**src/pdc_pkg.sv**
```systemverilog
// package with register map, fields, reset values and modes of the power block
package pdc_pkg;
  // ----------------------------------------
  // register offsets
  // ----------------------------------------
  localparam logic [14:0] ANALOG_PWR_OFS = 15'h0008;
  localparam logic [14:0] OUTBUF_PWR_OFS = 15'h0009;
  localparam logic [14:0] PD_MASK_OFS = 15'h000D;
  localparam logic [14:0] SYNC_REF_OFS = 15'h000E;
  // ----------------------------------------
  // reset values
  // ----------------------------------------
  localparam logic [7:0] ANALOG_PWR_RST = 8'h02;
  localparam logic [7:0] OUTBUF_PWR_RST = 8'h0C;
  localparam logic [7:0] PD_MASK_RST = 8'h00;
  localparam logic [7:0] SYNC_REF_RST = 8'h00;
  // ----------------------------------------
  // analog power register fields
  // ----------------------------------------
  localparam int CLK_BUF_OFF_BIT = 5;
  localparam int REF_AMP_OFF_BIT = 4;
  localparam int CHAN_A_OFF_BIT = 2;
  localparam int GLOBAL_OFF_REQ_BIT = 0;
  // ----------------------------------------
  // output buffer power register fields
  // ----------------------------------------
  localparam int FRAME_CLK_OUT_OFF_BIT = 5;
  localparam int BIT_CLK_OUT_OFF_BIT = 4;
  localparam int LANE_A1_OFF_BIT = 3;
  localparam int LANE_A0_OFF_BIT = 2;
  localparam int LANE_B1_OFF_BIT = 1;
  localparam int LANE_B0_OFF_BIT = 0;
  // ----------------------------------------
  // global power-down mask fields
  // ----------------------------------------
  localparam int KEEP_CLK_BUF_BIT = 3;
  localparam int KEEP_REF_AMP_BIT = 2;
  localparam int BANDGAP_OFF_SEL_BIT = 1;
  // ----------------------------------------
  // sync / reference control fields
  // ----------------------------------------
  localparam int PIN_ROLE_BIT = 7;
  localparam int SOFT_SYNC_TRIG_BIT = 6;
  localparam int SOFT_SYNC_EN_BIT = 5;
  localparam int REF_CONTROL_SOURCE_BIT = 3;
  localparam int REF_SEL_HI_BIT = 2;
  localparam int REF_SEL_LO_BIT = 1;
  localparam int SINGLE_ENDED_CLK_ENABLE_BIT = 0;
  // ----------------------------------------
  // serial frame layout: rw bit, 15 address bits, 8 data bits
  // ----------------------------------------
  localparam logic [4:0] FRAME_BITS = 5'h18;
  localparam logic [4:0] HDR_BITS = 5'h10;
  // ----------------------------------------
  // output interface modes
  // ----------------------------------------
  typedef enum logic [1:0] {
    PDC_TWO_WIRE,
    PDC_ONE_WIRE,
    PDC_HALF_WIRE
  } pdc_if_mode_t;
endpackage

```
**src/pdc_power_regs.sv**
```systemverilog
// power-down control register bank with its serial control port
`timescale 1ns/100ps
module pdc_power_regs (
  // clock and reset
  input wire logic i_clk,
  input wire logic i_sys_rst,
  // serial control port
  input wire logic i_sen_n,
  input wire logic i_sclk,
  input wire logic i_sdio,
  output logic o_sdout,
  output logic o_sdout_oe,
  // shared sync / power-down pin and output mode
  input wire logic i_shared_sync_powerdown_pin,
  input wire logic [1:0] i_if_mode,
  // analog block power-down controls
  output logic o_clk_buf_pd,
  output logic o_ref_amp_pd,
  output logic o_chan_a_pd,
  output logic o_bandgap_pd,
  output logic o_global_pd,
  // lvds output buffer power-down controls
  output logic o_frame_clk_out_pd,
  output logic o_bit_clk_out_pd,
  output logic o_lane_a1_pd,
  output logic o_lane_a0_pd,
  output logic o_lane_b1_pd,
  output logic o_lane_b0_pd,
  // sync and reference controls
  output logic o_sync,
  output logic o_ref_control_source,
  output logic [1:0] o_ref_sel,
  output logic o_single_ended_clk_enable
);

  // ----------------------------------------
  // registers
  // ----------------------------------------
  logic [7:0] analog_r; // analog power control
  logic [7:0] outbuf_r; // output buffer power control
  logic [7:0] mask_r; // global power-down mask
  logic [7:0] syncref_r; // sync / reference control
  logic sclk_q_r; // previous serial clock level
  logic [4:0] cnt_r; // bits taken in this frame
  logic [22:0] sr_r; // incoming shift register
  logic [7:0] rd_r; // outgoing read shift register
  logic rd_act_r; // read data phase active
  logic trig_q_r; // previous soft sync trigger
  logic pin_q_r; // previous shared pin level
  logic sclk_rise; // serial clock rising edge
  logic sclk_fall; // serial clock falling edge
  logic [23:0] word; // full frame on last bit
  logic wr_stb; // write commit strobe
  logic glob; // global power-down in force
  logic narrow; // 1-wire or half-wire mode
  logic half; // half-wire mode

  // ----------------------------------------
  // read decode
  // ----------------------------------------
  // unmapped addresses read back as zero
  function automatic logic [7:0] rd_mux(input logic [14:0] a,
      input logic [7:0] r0, input logic [7:0] r1,
      input logic [7:0] r2, input logic [7:0] r3);
    logic [7:0] v;
    v = 8'h00;
    if (a == pdc_pkg::ANALOG_PWR_OFS) begin
      v = r0;
    end else if (a == pdc_pkg::OUTBUF_PWR_OFS) begin
      v = r1;
    end else if (a == pdc_pkg::PD_MASK_OFS) begin
      v = r2;
    end else if (a == pdc_pkg::SYNC_REF_OFS) begin
      v = r3;
    end
    return v;
  endfunction

  // ----------------------------------------
  // serial port edge detection and framing
  // ----------------------------------------
  // pins arrive synchronous, so edges come from one registered copy
  assign sclk_rise = i_sclk & ~sclk_q_r & ~i_sen_n;
  assign sclk_fall = ~i_sclk & sclk_q_r & ~i_sen_n;
  assign word = {sr_r, i_sdio};
  // a write lands on the last rising edge of a frame with rw low
  assign wr_stb = sclk_rise && (cnt_r == pdc_pkg::FRAME_BITS - 5'h01) &&
                  !sr_r[22];

  // serial clock history
  always_ff @(posedge i_clk) begin
    if (i_sys_rst) begin
      sclk_q_r <= 1'b0;
    end else begin
      sclk_q_r <= i_sclk;
    end
  end

  // bit counter and input shift; a deasserted enable aborts the frame
  always_ff @(posedge i_clk) begin
    if (i_sys_rst || i_sen_n) begin
      cnt_r <= 5'h00;
      sr_r <= 23'h0;
    end else if (sclk_rise) begin
      // extra bits past a frame are ignored
      if (cnt_r != pdc_pkg::FRAME_BITS) begin
        cnt_r <= cnt_r + 5'h01;
      end
      sr_r <= word[22:0];
    end
  end

  // read data: loaded after the header, shifted on falling edges
  always_ff @(posedge i_clk) begin
    if (i_sys_rst || i_sen_n) begin
      rd_r <= 8'h00;
      rd_act_r <= 1'b0;
    end else if (sclk_rise && (cnt_r == pdc_pkg::HDR_BITS - 5'h01) &&
                 sr_r[14]) begin
      // header bit 15 is rw; sr_r[14] holds it one edge before header end
      rd_r <= rd_mux({sr_r[13:0], i_sdio}, analog_r, outbuf_r, mask_r,
                     syncref_r);
      rd_act_r <= 1'b1;
    end else if (sclk_fall && rd_act_r && (cnt_r > pdc_pkg::HDR_BITS)) begin
      rd_r <= {rd_r[6:0], 1'b0};
      if (cnt_r == pdc_pkg::FRAME_BITS) begin
        rd_act_r <= 1'b0;
      end
    end
  end

  // serial data out pin, driven only during the read data phase
  always_ff @(posedge i_clk) begin
    if (i_sys_rst) begin
      o_sdout <= 1'b0;
      o_sdout_oe <= 1'b0;
    end else begin
      o_sdout <= rd_r[7];
      o_sdout_oe <= rd_act_r;
    end
  end

  // ----------------------------------------
  // register writes
  // ----------------------------------------
  // every bit is stored as written; reserved bits are the host's concern
  always_ff @(posedge i_clk) begin
    if (i_sys_rst) begin
      analog_r <= pdc_pkg::ANALOG_PWR_RST;
      outbuf_r <= pdc_pkg::OUTBUF_PWR_RST;
      mask_r <= pdc_pkg::PD_MASK_RST;
      syncref_r <= pdc_pkg::SYNC_REF_RST;
    end else if (wr_stb) begin
      if (word[22:8] == pdc_pkg::ANALOG_PWR_OFS) begin
        analog_r <= word[7:0];
      end else if (word[22:8] == pdc_pkg::OUTBUF_PWR_OFS) begin
        outbuf_r <= word[7:0];
      end else if (word[22:8] == pdc_pkg::PD_MASK_OFS) begin
        mask_r <= word[7:0];
      end else if (word[22:8] == pdc_pkg::SYNC_REF_OFS) begin
        syncref_r <= word[7:0];
      end
    end
  end

  // ----------------------------------------
  // power-down decisions
  // ----------------------------------------
  // pin in power-down role or register request starts global power-down
  assign glob = analog_r[pdc_pkg::GLOBAL_OFF_REQ_BIT] |
                (i_shared_sync_powerdown_pin & ~syncref_r[pdc_pkg::PIN_ROLE_BIT]);
  assign narrow = (i_if_mode == pdc_pkg::PDC_ONE_WIRE) ||
                  (i_if_mode == pdc_pkg::PDC_HALF_WIRE);
  assign half = (i_if_mode == pdc_pkg::PDC_HALF_WIRE);

  // analog block controls; individual bit or global both win, global masked for clock buffer, reference amp and bandgap
  always_ff @(posedge i_clk) begin
    if (i_sys_rst) begin
      o_clk_buf_pd <= 1'b0;
      o_ref_amp_pd <= 1'b0;
      o_chan_a_pd <= 1'b0;
      o_bandgap_pd <= 1'b0;
      o_global_pd <= 1'b0;
    end else begin
      o_clk_buf_pd <= analog_r[pdc_pkg::CLK_BUF_OFF_BIT] |
          (glob & ~mask_r[pdc_pkg::KEEP_CLK_BUF_BIT]);
      o_ref_amp_pd <= analog_r[pdc_pkg::REF_AMP_OFF_BIT] |
          (glob & ~mask_r[pdc_pkg::KEEP_REF_AMP_BIT]);
      o_chan_a_pd <= analog_r[pdc_pkg::CHAN_A_OFF_BIT] | glob;
      // inverted sense: a set bit lets the bandgap go down too
      o_bandgap_pd <= glob & mask_r[pdc_pkg::BANDGAP_OFF_SEL_BIT];
      o_global_pd <= glob;
    end
  end

  // lvds buffer controls; global power-down silences the whole link
  always_ff @(posedge i_clk) begin
    if (i_sys_rst) begin
      o_frame_clk_out_pd <= 1'b0;
      o_bit_clk_out_pd <= 1'b0;
      o_lane_a1_pd <= 1'b1;
      o_lane_a0_pd <= 1'b1;
      o_lane_b1_pd <= 1'b0;
      o_lane_b0_pd <= 1'b0;
    end else begin
      o_frame_clk_out_pd <= outbuf_r[pdc_pkg::FRAME_CLK_OUT_OFF_BIT] |
                            glob;
      o_bit_clk_out_pd <= outbuf_r[pdc_pkg::BIT_CLK_OUT_OFF_BIT] |
                          glob;
      o_lane_a1_pd <= outbuf_r[pdc_pkg::LANE_A1_OFF_BIT] | narrow |
                      glob;
      o_lane_a0_pd <= outbuf_r[pdc_pkg::LANE_A0_OFF_BIT] | glob;
      o_lane_b1_pd <= outbuf_r[pdc_pkg::LANE_B1_OFF_BIT] | narrow |
                      glob;
      o_lane_b0_pd <= outbuf_r[pdc_pkg::LANE_B0_OFF_BIT] | half |
                      glob;
    end
  end

  // ----------------------------------------
  // sync and reference controls
  // ----------------------------------------
  // trigger does not self-clear, so any toggle with the enable set syncs
  always_ff @(posedge i_clk) begin
    if (i_sys_rst) begin
      trig_q_r <= 1'b0;
      pin_q_r <= 1'b0;
      o_sync <= 1'b0;
    end else begin
      trig_q_r <= syncref_r[pdc_pkg::SOFT_SYNC_TRIG_BIT];
      pin_q_r <= i_shared_sync_powerdown_pin;
      o_sync <= (syncref_r[pdc_pkg::SOFT_SYNC_EN_BIT] &
                 (syncref_r[pdc_pkg::SOFT_SYNC_TRIG_BIT] ^ trig_q_r)) |
                (syncref_r[pdc_pkg::PIN_ROLE_BIT] & i_shared_sync_powerdown_pin &
                 ~pin_q_r);
    end
  end

  // reference fields take effect only under register control
  always_ff @(posedge i_clk) begin
    if (i_sys_rst) begin
      o_ref_control_source <= 1'b0;
      o_ref_sel <= 2'h0;
      o_single_ended_clk_enable <= 1'b0;
    end else begin
      o_ref_control_source <= syncref_r[pdc_pkg::REF_CONTROL_SOURCE_BIT];
      o_ref_sel <= syncref_r[pdc_pkg::REF_CONTROL_SOURCE_BIT] ?
          syncref_r[pdc_pkg::REF_SEL_HI_BIT:pdc_pkg::REF_SEL_LO_BIT] :
          2'h0;
      o_single_ended_clk_enable <=
          syncref_r[pdc_pkg::REF_CONTROL_SOURCE_BIT] &
          syncref_r[pdc_pkg::SINGLE_ENDED_CLK_ENABLE_BIT];
    end
  end

  // ----------------------------------------
  // assertions
  // ----------------------------------------
  clk_buf_pd_a:
  assert property (@(posedge i_clk) disable iff (i_sys_rst)
    analog_r[pdc_pkg::CLK_BUF_OFF_BIT] |=> o_clk_buf_pd)
    else $error("clock buffer not powered down");
  ref_amp_pd_a:
  assert property (@(posedge i_clk) disable iff (i_sys_rst)
    analog_r[pdc_pkg::REF_AMP_OFF_BIT] |=> o_ref_amp_pd)
    else $error("reference amplifier not powered down");
  chan_a_pd_a:
  assert property (@(posedge i_clk) disable iff (i_sys_rst)
    (!analog_r[pdc_pkg::CHAN_A_OFF_BIT] && !glob) |=> !o_chan_a_pd)
    else $error("channel A off without cause");
  global_req_a:
  assert property (@(posedge i_clk) disable iff (i_sys_rst)
    analog_r[pdc_pkg::GLOBAL_OFF_REQ_BIT] |=> (o_global_pd && o_chan_a_pd))
    else $error("global request not applied");
  frame_clk_pd_a:
  assert property (@(posedge i_clk) disable iff (i_sys_rst)
    outbuf_r[pdc_pkg::FRAME_CLK_OUT_OFF_BIT] |=> o_frame_clk_out_pd)
    else $error("frame clock buffer not off");
  lane_forced_a:
  assert property (@(posedge i_clk) disable iff (i_sys_rst)
    narrow |=> (o_lane_a1_pd && o_lane_b1_pd))
    else $error("lane 1 buffers not forced off");
  lane_b0_half_a:
  assert property (@(posedge i_clk) disable iff (i_sys_rst)
    half |=> o_lane_b0_pd)
    else $error("lane B0 not forced off in half-wire");
  keep_clk_buf_a:
  assert property (@(posedge i_clk) disable iff (i_sys_rst)
    (glob && mask_r[pdc_pkg::KEEP_CLK_BUF_BIT] &&
     !analog_r[pdc_pkg::CLK_BUF_OFF_BIT]) |=> !o_clk_buf_pd)
    else $error("masked clock buffer went down");
  bandgap_sel_a:
  assert property (@(posedge i_clk) disable iff (i_sys_rst)
    ##1 o_bandgap_pd == $past(glob && mask_r[pdc_pkg::BANDGAP_OFF_SEL_BIT]))
    else $error("bandgap state wrong");
  pin_sync_a:
  assert property (@(posedge i_clk) disable iff (i_sys_rst)
    (syncref_r[pdc_pkg::PIN_ROLE_BIT] && $rose(i_shared_sync_powerdown_pin)) |=> o_sync)
    else $error("pin sync not issued");
  soft_sync_a:
  assert property (@(posedge i_clk) disable iff (i_sys_rst)
    (!syncref_r[pdc_pkg::SOFT_SYNC_EN_BIT] &&
     !syncref_r[pdc_pkg::PIN_ROLE_BIT]) |=> !o_sync)
    else $error("sync issued while disabled");
  bit_clk_pd_a:
  assert property (@(posedge i_clk) disable iff (i_sys_rst)
    outbuf_r[pdc_pkg::BIT_CLK_OUT_OFF_BIT] |=> o_bit_clk_out_pd)
    else $error("bit clock buffer not off");
  lane_a1_pd_a:
  assert property (@(posedge i_clk) disable iff (i_sys_rst)
    outbuf_r[pdc_pkg::LANE_A1_OFF_BIT] |=> o_lane_a1_pd)
    else $error("lane A1 buffer not off");
  lane_a0_on_a:
  assert property (@(posedge i_clk) disable iff (i_sys_rst)
    (!outbuf_r[pdc_pkg::LANE_A0_OFF_BIT] && !glob) |=> !o_lane_a0_pd)
    else $error("lane A0 buffer off without cause");
  keep_ref_amp_a:
  assert property (@(posedge i_clk) disable iff (i_sys_rst)
    (glob && mask_r[pdc_pkg::KEEP_REF_AMP_BIT] &&
     !analog_r[pdc_pkg::REF_AMP_OFF_BIT]) |=> !o_ref_amp_pd)
    else $error("masked reference amplifier went down");
  ref_sel_field_a:
  assert property (@(posedge i_clk) disable iff (i_sys_rst)
    syncref_r[pdc_pkg::REF_CONTROL_SOURCE_BIT] |=>
    (o_ref_sel ==
     $past(syncref_r[pdc_pkg::REF_SEL_HI_BIT:pdc_pkg::REF_SEL_LO_BIT])))
    else $error("reference select not passed on");
  either_off_a:
  assert property (@(posedge i_clk) disable iff (i_sys_rst)
    (analog_r[pdc_pkg::CHAN_A_OFF_BIT] || glob) |=> o_chan_a_pd)
    else $error("channel A kept on despite a request");

endmodule // pdc_power_regs

```
**config.mk**
```make
export PLATFORM = sky130hd
export DESIGN_NAME = pdc_power_regs
export DESIGN_NICKNAME = d
export VERILOG_FILES = /design/src/pdc_pkg.sv /design/src/pdc_power_regs.sv
export SDC_FILE = /design/constraint.sdc
export NUM_CORES = 1
export LEC_CHECK = 0
export BUFFER_PORTS_ARGS = -buffer_cell sky130_fd_sc_hd__buf_2
export CAP_MARGIN = 15
export CELL_PAD_IN_SITES_DETAIL_PLACEMENT = 2
export CELL_PAD_IN_SITES_GLOBAL_PLACEMENT = 2
export CORE_UTILIZATION = 34
export DETAILED_ROUTE_END_ITERATION = 7
export GPL_TIMING_DRIVEN = 1
export PLACE_DENSITY_LB_ADDON = 0.1
export SLEW_MARGIN = 20
export SYNTH_ARGS = -nofsm -noshare
export SYNTH_HDL_FRONTEND = slang
export SYNTH_SLANG_ARGS = --single-unit
```
**constraint.sdc**
```tcl
create_clock -name i_clk -period 1.95 [get_ports i_clk]
set_input_delay 0.195 -clock i_clk [delete_from_list [all_inputs] [get_ports i_clk]]
set_output_delay 0.195 -clock i_clk [all_outputs]
set_load 0.01 [all_outputs]
```
==> key figures, run 1 <==
CTS
  – Clock transition at path regs: 90 ps
  – CTS buffer count: 9
  – Worst-skew pair later-pin latency: 380 ps
  – CTS HTree Levels: 3
  – Clock tree buffer depth: 2
  – CTS tree: built
  – Root Driver: clkbuf_8
  – CTS sink cnt: 90

Pwr
  – PD cells: 732 mW/mm^2
  – Worst VDD drop: 0.501 mV
  – Leak Pwr: 0.00176 uW

Placement
  – Input/output buffers: 25
  – Final HPWL DP: between 7000 and 8000 um
  – Cell Area, Placed: 0.00412 mm^2
  – Placed insts: 567
  – RD Place Congestion: 0.730

Global route
  – M2 GR Usage: 0.353
  – Vias in the first global route: 3131
  – Pin count of the biggest net entering global routing: 32
  – Initial antenna violation count: 0
  – GRT met3 Usage: 0.0535
  – GRT Util Overall: 0.196
  – First-pass GRT wire length: 16700 um
  – Layer with the highest usage: met2
  – Met1 Usage GRT: 0.220
  – Gr ovfl total: 0

Timing
  – Pins over their slew limit: 0
  – Final Skew: 6.20 ps
  – Max frequency: 538 MHz
  – Final Hold Viols: 0
  – Post-route setup TNS: 0 ps
  – Hold_ws: roughly 120 ps
  – Measured slew at the worst slew-check pin: between 500 and 600 ps
  – Final min period: roughly 1900 ps
  – Slew headroom: 0.613
  – RSZ-0062 raised after global routing: no
  – Tcrit/Tclk final: 0.952
  – # setup viols final: 0

Final layout
  – Antenna diodes: 0
  – Most common cell after layout, fill and taps aside: dfxtp_1
  – Synth-to-Final Area Change: 16.0%
  – Layout cells sized above 1: 0.187
  – Nets: 452
  – FILL cells: 1188
  – Post-Layout Cell Count: 585
  – Most frequent cells in the layout: dfxtp_1 (86), nand2_1 (52), mux2i_1 (39), a21oi_1 (38), nand2b_1 (37)
  – Cell area after layout: 0.00436 mm^2
  – Layout Utilization: 0.404

Yosys
  – Async SR Flop Fraction: 0
  – Syn Std Cell Area: 0.00376 mm^2
  – Primary FF master, synth: dfxtp_1
  – Synthesized net count: 418
  – Synth Area per Inst: a little over 9 um^2
  – EDFF count, synth: 0
  – Seq/Total Area, Yosys: 0.479
  – Distinct cells, synth: 46
  – Post-Syn Instances: 406
  – Seq cells post-synth: 90
  – Warnings from Yosys: 0

Route
  – Drt drc: 0
  – Antenna viol nets, final: 0
  – Wire per inst: 17.8 um
  – Via/cell ratio: 5.14
  – Drt initial violations: 77
  – DR pass1 iterations: 6
  – Vias: roughly 3000
  – WL final: 10400 um

Worst setup path
  – Crit path kind: register to register
  – Type of origin of the critical path: register
  – Worst setup EP type: register
  – CP max FO: 8
  – Worst EP required: 2260 ps
  – Crit path DAT: between 2000 and 2500 ps

Floorplan
  – IO Count: 26
  – Initial Utilization: 0.349
  – Cell row count: 38
  – Area of the core: about 0.011 mm^2
  – Die area: around 0.011 mm^2
  – Die Y: 107 um
  – Die width: 107 um

Worst hold path
  – Hold Crit Class: primary input to register

Job
  – Max Cap Viol: 0

Outcome
  – Outcome: completed
==> area by class of cell <==
class | count | area (um^2) | share of cell area
well taps | 140 | 175 | 0.0401
multi-input cells | 282 | 1880 | 0.430
clock buffers | 12 | 145 | 0.0333
repair buffers | 47 | 294 | 0.0674
clock inverters | 4 | 27.5 | 0.00631
inverters | 10 | 37.5 | 0.00860
flip-flops and latches | 90 | 1810 | 0.414
==> cell usage after synthesis (3+ instances only) <==
cell | number | area share
nor3b_1 | 3 | 0.0060
nor2b_1 | 12 | 0.020
ha_1 | 4 | 0.013
mux2i_1 | 39 | 0.10
nand2_1 | 52 | 0.052
inv_1 | 10 | 0.010
a21oi_1 | 38 | 0.051
o22ai_1 | 7 | 0.012
clkbuf_1 | 23 | 0.023
nand2b_1 | 37 | 0.062
or2_2 | 3 | 0.0050
nor2_1 | 26 | 0.026
dfxtp_1 | 90 | 0.48
o22a_1 | 7 | 0.016
and2_1 | 5 | 0.0083
xor2_1 | 3 | 0.0070
nand3_1 | 5 | 0.0067
a22oi_1 | 7 | 0.014
==> logic make-up (layout without fill, tap and decap cells) <==
group,count (synthesis),after routing,synth area share
AO/OA/AOI/OAI,67,67,0.109
adder cells (fa/ha/maj),4,4,0.0133
AND/OR/NAND/NOR,168,168,0.250
multiplexers,39,39,0.104
flip-flops,90,90,0.479
buffers and inverters,34,73,0.0359
XOR/XNOR,4,4,0.00931
==> stage by stage <==
stage          setup slack (ps)  total power, uW
5_1_grt                    1.91             3340
3_3_place_gp              -38.6             2060
4_1_cts                    23.8             3250
6_report                   92.8             3190
3_5_place_dp              -98.5             2060
2_1_floorplan               105             2000
==> worst paths after layout <==
kind | start | to | slack (ps) | depth (start not counted)
setup / recovery | sr_r[17]$_SDFFE_PP0N_ | mask_r[3]$_SDFFE_PP0P_ | 90 | 5
hold / removal | i_shared_sync_powerdown_pin | pin_q_r$_SDFF_PP0_ | 120 | 2
setup reg to reg | sr_r[17]$_SDFFE_PP0N_ | mask_r[3]$_SDFFE_PP0P_ | 90 | 5
hold reg to reg | sr_r[22]$_SDFFE_PP0N_ | sr_r[22]$_SDFFE_PP0N_ | 460 | 2
==> critical path, cell delays in order, from the launching register on <==
cell,delay [ps]
dfxtp_2,330
or4_4,540
nor4b_4,210
buf_4,180
and4_4,330
mux2i_1,210
==> where the power goes <==
group | leakage (uW) | switching, uW | internal [uW]
logic | 0.000955 | 104 | 57.8
registers | 0.000730 | 5.61 | 1850
clock network | 0.0000786 | 679 | 497
==> state kept, by name, indices dropped and copies added (netlist names), 2 cells and up <==
name	count
syncref_r	8
outbuf_r	8
rd_r	8
o_ref_sel	2
mask_r	8
sr_r	23
analog_r	8
cnt_r	5
==> layer usage <==
| metal | share of wire | vias up | wire length, um |
|---|---|---|---|
| li1 | - | 1461 | - |
| met1 | 0.43 | 1499 | 4540 |
| met2 | 0.52 | 36 | 5450 |
| met3 | 0.025 | 12 | 262 |
| met4 | 0.018 | 0 | 187 |
| met5 | 0 | - | 0 |
==> what timing repair did <==
item / in CTS / in global routing
setup buffers: 1 / 1
gates resized for setup: 3 / 12
hold buffers: 0 / 0
setup endpoints to repair: 9 / 17
gates cloned: 0 / 0
pin swaps: 1 / 4
(Power assumes the default switching activity.)
==> run 2, diff against run 1 <==
REMOVE_ABC_BUFFERS = 1   (was unset)
==> run 2 against run 1 <==
  * Combinational power decreased by 6%
  * Critical endpoint is now outbuf_r[4]$_SDFFE_PP0P_
  * Total power grew 1.5%
  * First-iteration DRC count is 29% lower
  * Sequential share of layout area is 0.25 points higher
  * Clock skew rose by 7.3 ps
  * Fmax shrank 2.8%
  * Highest routed layer unchanged
  * Flip-flop and latch count unchanged
  * Register-to-register slack got worse by 50 ps
  * Wire length decreased by 1.6%
==> key figures, run 2 (synthesis gave the netlist of run 1 again) <==
Timing
  – Tcrit/Tclk final: 0.980 (+0.0271)
  – Final Skew: 13.5 ps (+7.35 ps)
  – RSZ-0062 raised after global routing: yes
  – Final min period: 1910 ps (+52.9 ps)
  – # setup viols final: 0 (unchanged)
  – Pins over their slew limit: 0 (unchanged)
  – Post-route setup TNS: 0 ps (unchanged)
  – Max frequency: 524 MHz (-2.8%)
  – Final Hold Viols: 0 (unchanged)
  – Setup WS post-layout: 39.9 ps (-52.9 ps)
  – Measured slew at the worst slew-check pin: 515 ps (-64.2 ps)
  – Slew headroom: 0.656 (+0.0429)

Global route
  – Pin count of the biggest net entering global routing: 34 (+6.3%)
  – GRT Util Overall: 0.194 (-0.00172)
  – Vias in the first global route: 3090 (-1.3%)
  – Initial antenna violation count: 0 (unchanged)
  – Gr ovfl total: 0 (unchanged)
  – First-pass GRT wire length: 16400 um (-1.6%)

Worst setup path
  – Worst Reg2Reg Path Length in Cells: 5 (unchanged)
  – Crit path buf inv count: 1 (unchanged)
  – Type of origin of the critical path: register
  – Slowest-stage cell, CP: or4_4
  – R2r setup slk: 40 ps (-50 ps)
  – CP top delay family: simple AND/OR/NAND/NOR gates
  – Crit path kind: register to register
  – CP max FO: 8 (unchanged)
  – Crit path DAT: 2220 ps (+50 ps)
  – Max incr delay on CP: 540 ps (about the same)
  – Critical R2R Launch: sr_r[17]$_SDFFE_PP0N_
  – R2r endpoint: outbuf_r[4]$_SDFFE_PP0P_
  – Worst EP required: 2260 ps (about the same)
  – Worst setup EP type: register
  – CP Cell Sequence: or4_4, nor4b_4, buf_4, nand4_4, mux2i_1

Placement
  – Final HPWL DP: 7360 um (-1.9%)
  – RD Place Congestion: 0.740 (+1.3%)
  – Placed insts: 567 (unchanged)
  – Setup WS pre-CTS: -48.3 ps (+50.2 ps)
  – Input/output buffers: 25 (unchanged)

Route
  – WL final: 10300 um (-1.6%)
  – Antenna viol nets, final: 0 (unchanged)
  – Drt drc: 0 (unchanged)
  – Via/cell ratio: 5.02 (-2.3%)
  – Drt initial violations: 55 (-29%)
  – DR pass1 iterations: 4 (-2)
  – Wire per inst: 17.6 um (-1.3%)
  – Vias: 2928 (-2.7%)

Final layout
  – Antenna diodes: 0 (unchanged)
  – Max FFs per register: 23 (unchanged)
  – Post-Layout Cell Count: 583 (-0.34%)
  – Layout cells sized above 1: 0.169 (-0.0172)
  – Most common cell after layout, fill and taps aside: dfxtp_1
  – Nets: 450 (-0.44%)
  – Synth-to-Final Area Change: 15.0%
  – Most frequent cells in the layout: dfxtp_1 (89), nand2_1 (52), mux2i_1 (39), a21oi_1 (38), nand2b_1 (37)
  – FILL cells: 1209 (+1.8%)
  – Reg with most FFs: sr_r

Pwr
  – Leak Pwr: 0.00177 uW (+0.34%)
  – Worst VDD drop: 0.284 mV (-43%)
  – PD cells: 749 mW/mm^2 (+2.4%)

Floorplan
  – Die Y: 107 um (unchanged)
  – Cell row count: 38 (unchanged)
  – Area of the core: 0.0108 mm^2 (unchanged)
  – Die area: 0.0115 mm^2 (unchanged)
  – IO Count: 26 (unchanged)
  – Initial Utilization: 0.349 (unchanged)
  – Die width: 107 um (unchanged)

CTS
  – Root Driver: clkbuf_8
  – CTS sink cnt: 90 (unchanged)
  – CTS tree: built
  – CTS HTree Levels: 3 (unchanged)
  – Clock tree buffer depth: 2 (unchanged)
  – Post-CTS Setup Repair Bufs: 0 (-1)
  – Worst-skew pair later-pin latency: 380 ps (about the same)
  – Clock transition at path regs: 90 ps (about the same)
  – Hold_buf cts: 0 (unchanged)
  – CTS buffer count: 9 (unchanged)

Worst hold path
  – WHS Path Cells: 2 (unchanged)
  – Hold path startpoint: i_shared_sync_powerdown_pin
  – Hold endpoint: pin_q_r$_SDFF_PP0_
  – Hold Crit Class: primary input to register

Job
  – Max Cap Viol: 0 (unchanged)

Outcome
  – Outcome: completed
==> run 2: layout make-up <==
class | count | area (um^2) | share of cell area
clock buffers | 14 | 173 | 0.0399
clock inverters | 2 | 10.0 | 0.00231
inverters | 10 | 37.5 | 0.00867
multi-input cells | 282 | 1840 | 0.426
flip-flops and latches | 90 | 1800 | 0.417
well taps | 140 | 175 | 0.0405
repair buffers | 45 | 288 | 0.0665
==> run 2: how the worst max path moves through the flow <==
stage,start,endpoint,slack [ps],cells past startpoint
6_report,sr_r[17]$_SDFFE_PP0N_,outbuf_r[4]$_SDFFE_PP0P_,40,5
5_1_grt,sr_r[17]$_SDFFE_PP0N_,outbuf_r[4]$_SDFFE_PP0P_,-40,5
4_1_cts,sr_r[17]$_SDFFE_PP0N_,outbuf_r[4]$_SDFFE_PP0P_,20,5
3_5_place_dp,sr_r[17]$_SDFFE_PP0N_,mask_r[0]$_SDFFE_PP0P_,-50,4
3_3_place_gp,sr_r[17]$_SDFFE_PP0N_,mask_r[2]$_SDFFE_PP0P_,50,4
2_1_floorplan,sclk_q_r$_SDFF_PP0_,cnt_r[0]$_SDFFE_PP0P_,-640,4
==> run 2: layer usage <==
metal	routed length [um]	track usage	up-vias
met5	0	0	-
met4	142	0.0705	0
met3	247	0.0456	10
met2	5330	0.345	29
met1	4540	0.226	1438
li1	-	-	1451
==> run 2: what timing repair did <==
item,4_1_cts,5_1_grt
gates resized for setup,2,2
endpoints found under the setup margin,9,19
pin swaps,1,1
==> run 2: power breakdown <==
group          switching, uW  leakage (uW)  internal (uW)
registers               5.89      0.000728           1850
logic                   96.7      0.000945           55.3
clock network            669     0.0000965            566
==> run 2: through the flow <==
step	area [um^2]	power [uW]	hold WS [ps]	util
after floorplan	3660	1980	264	-
after CTS	4320	3310	63.9	0.401
after global routing	4330	3390	65.2	0.401
after global placement	4130	2050	444	0.383
after detailed placement	4130	2050	452	0.383
final	4330	3240	73.4	0.401
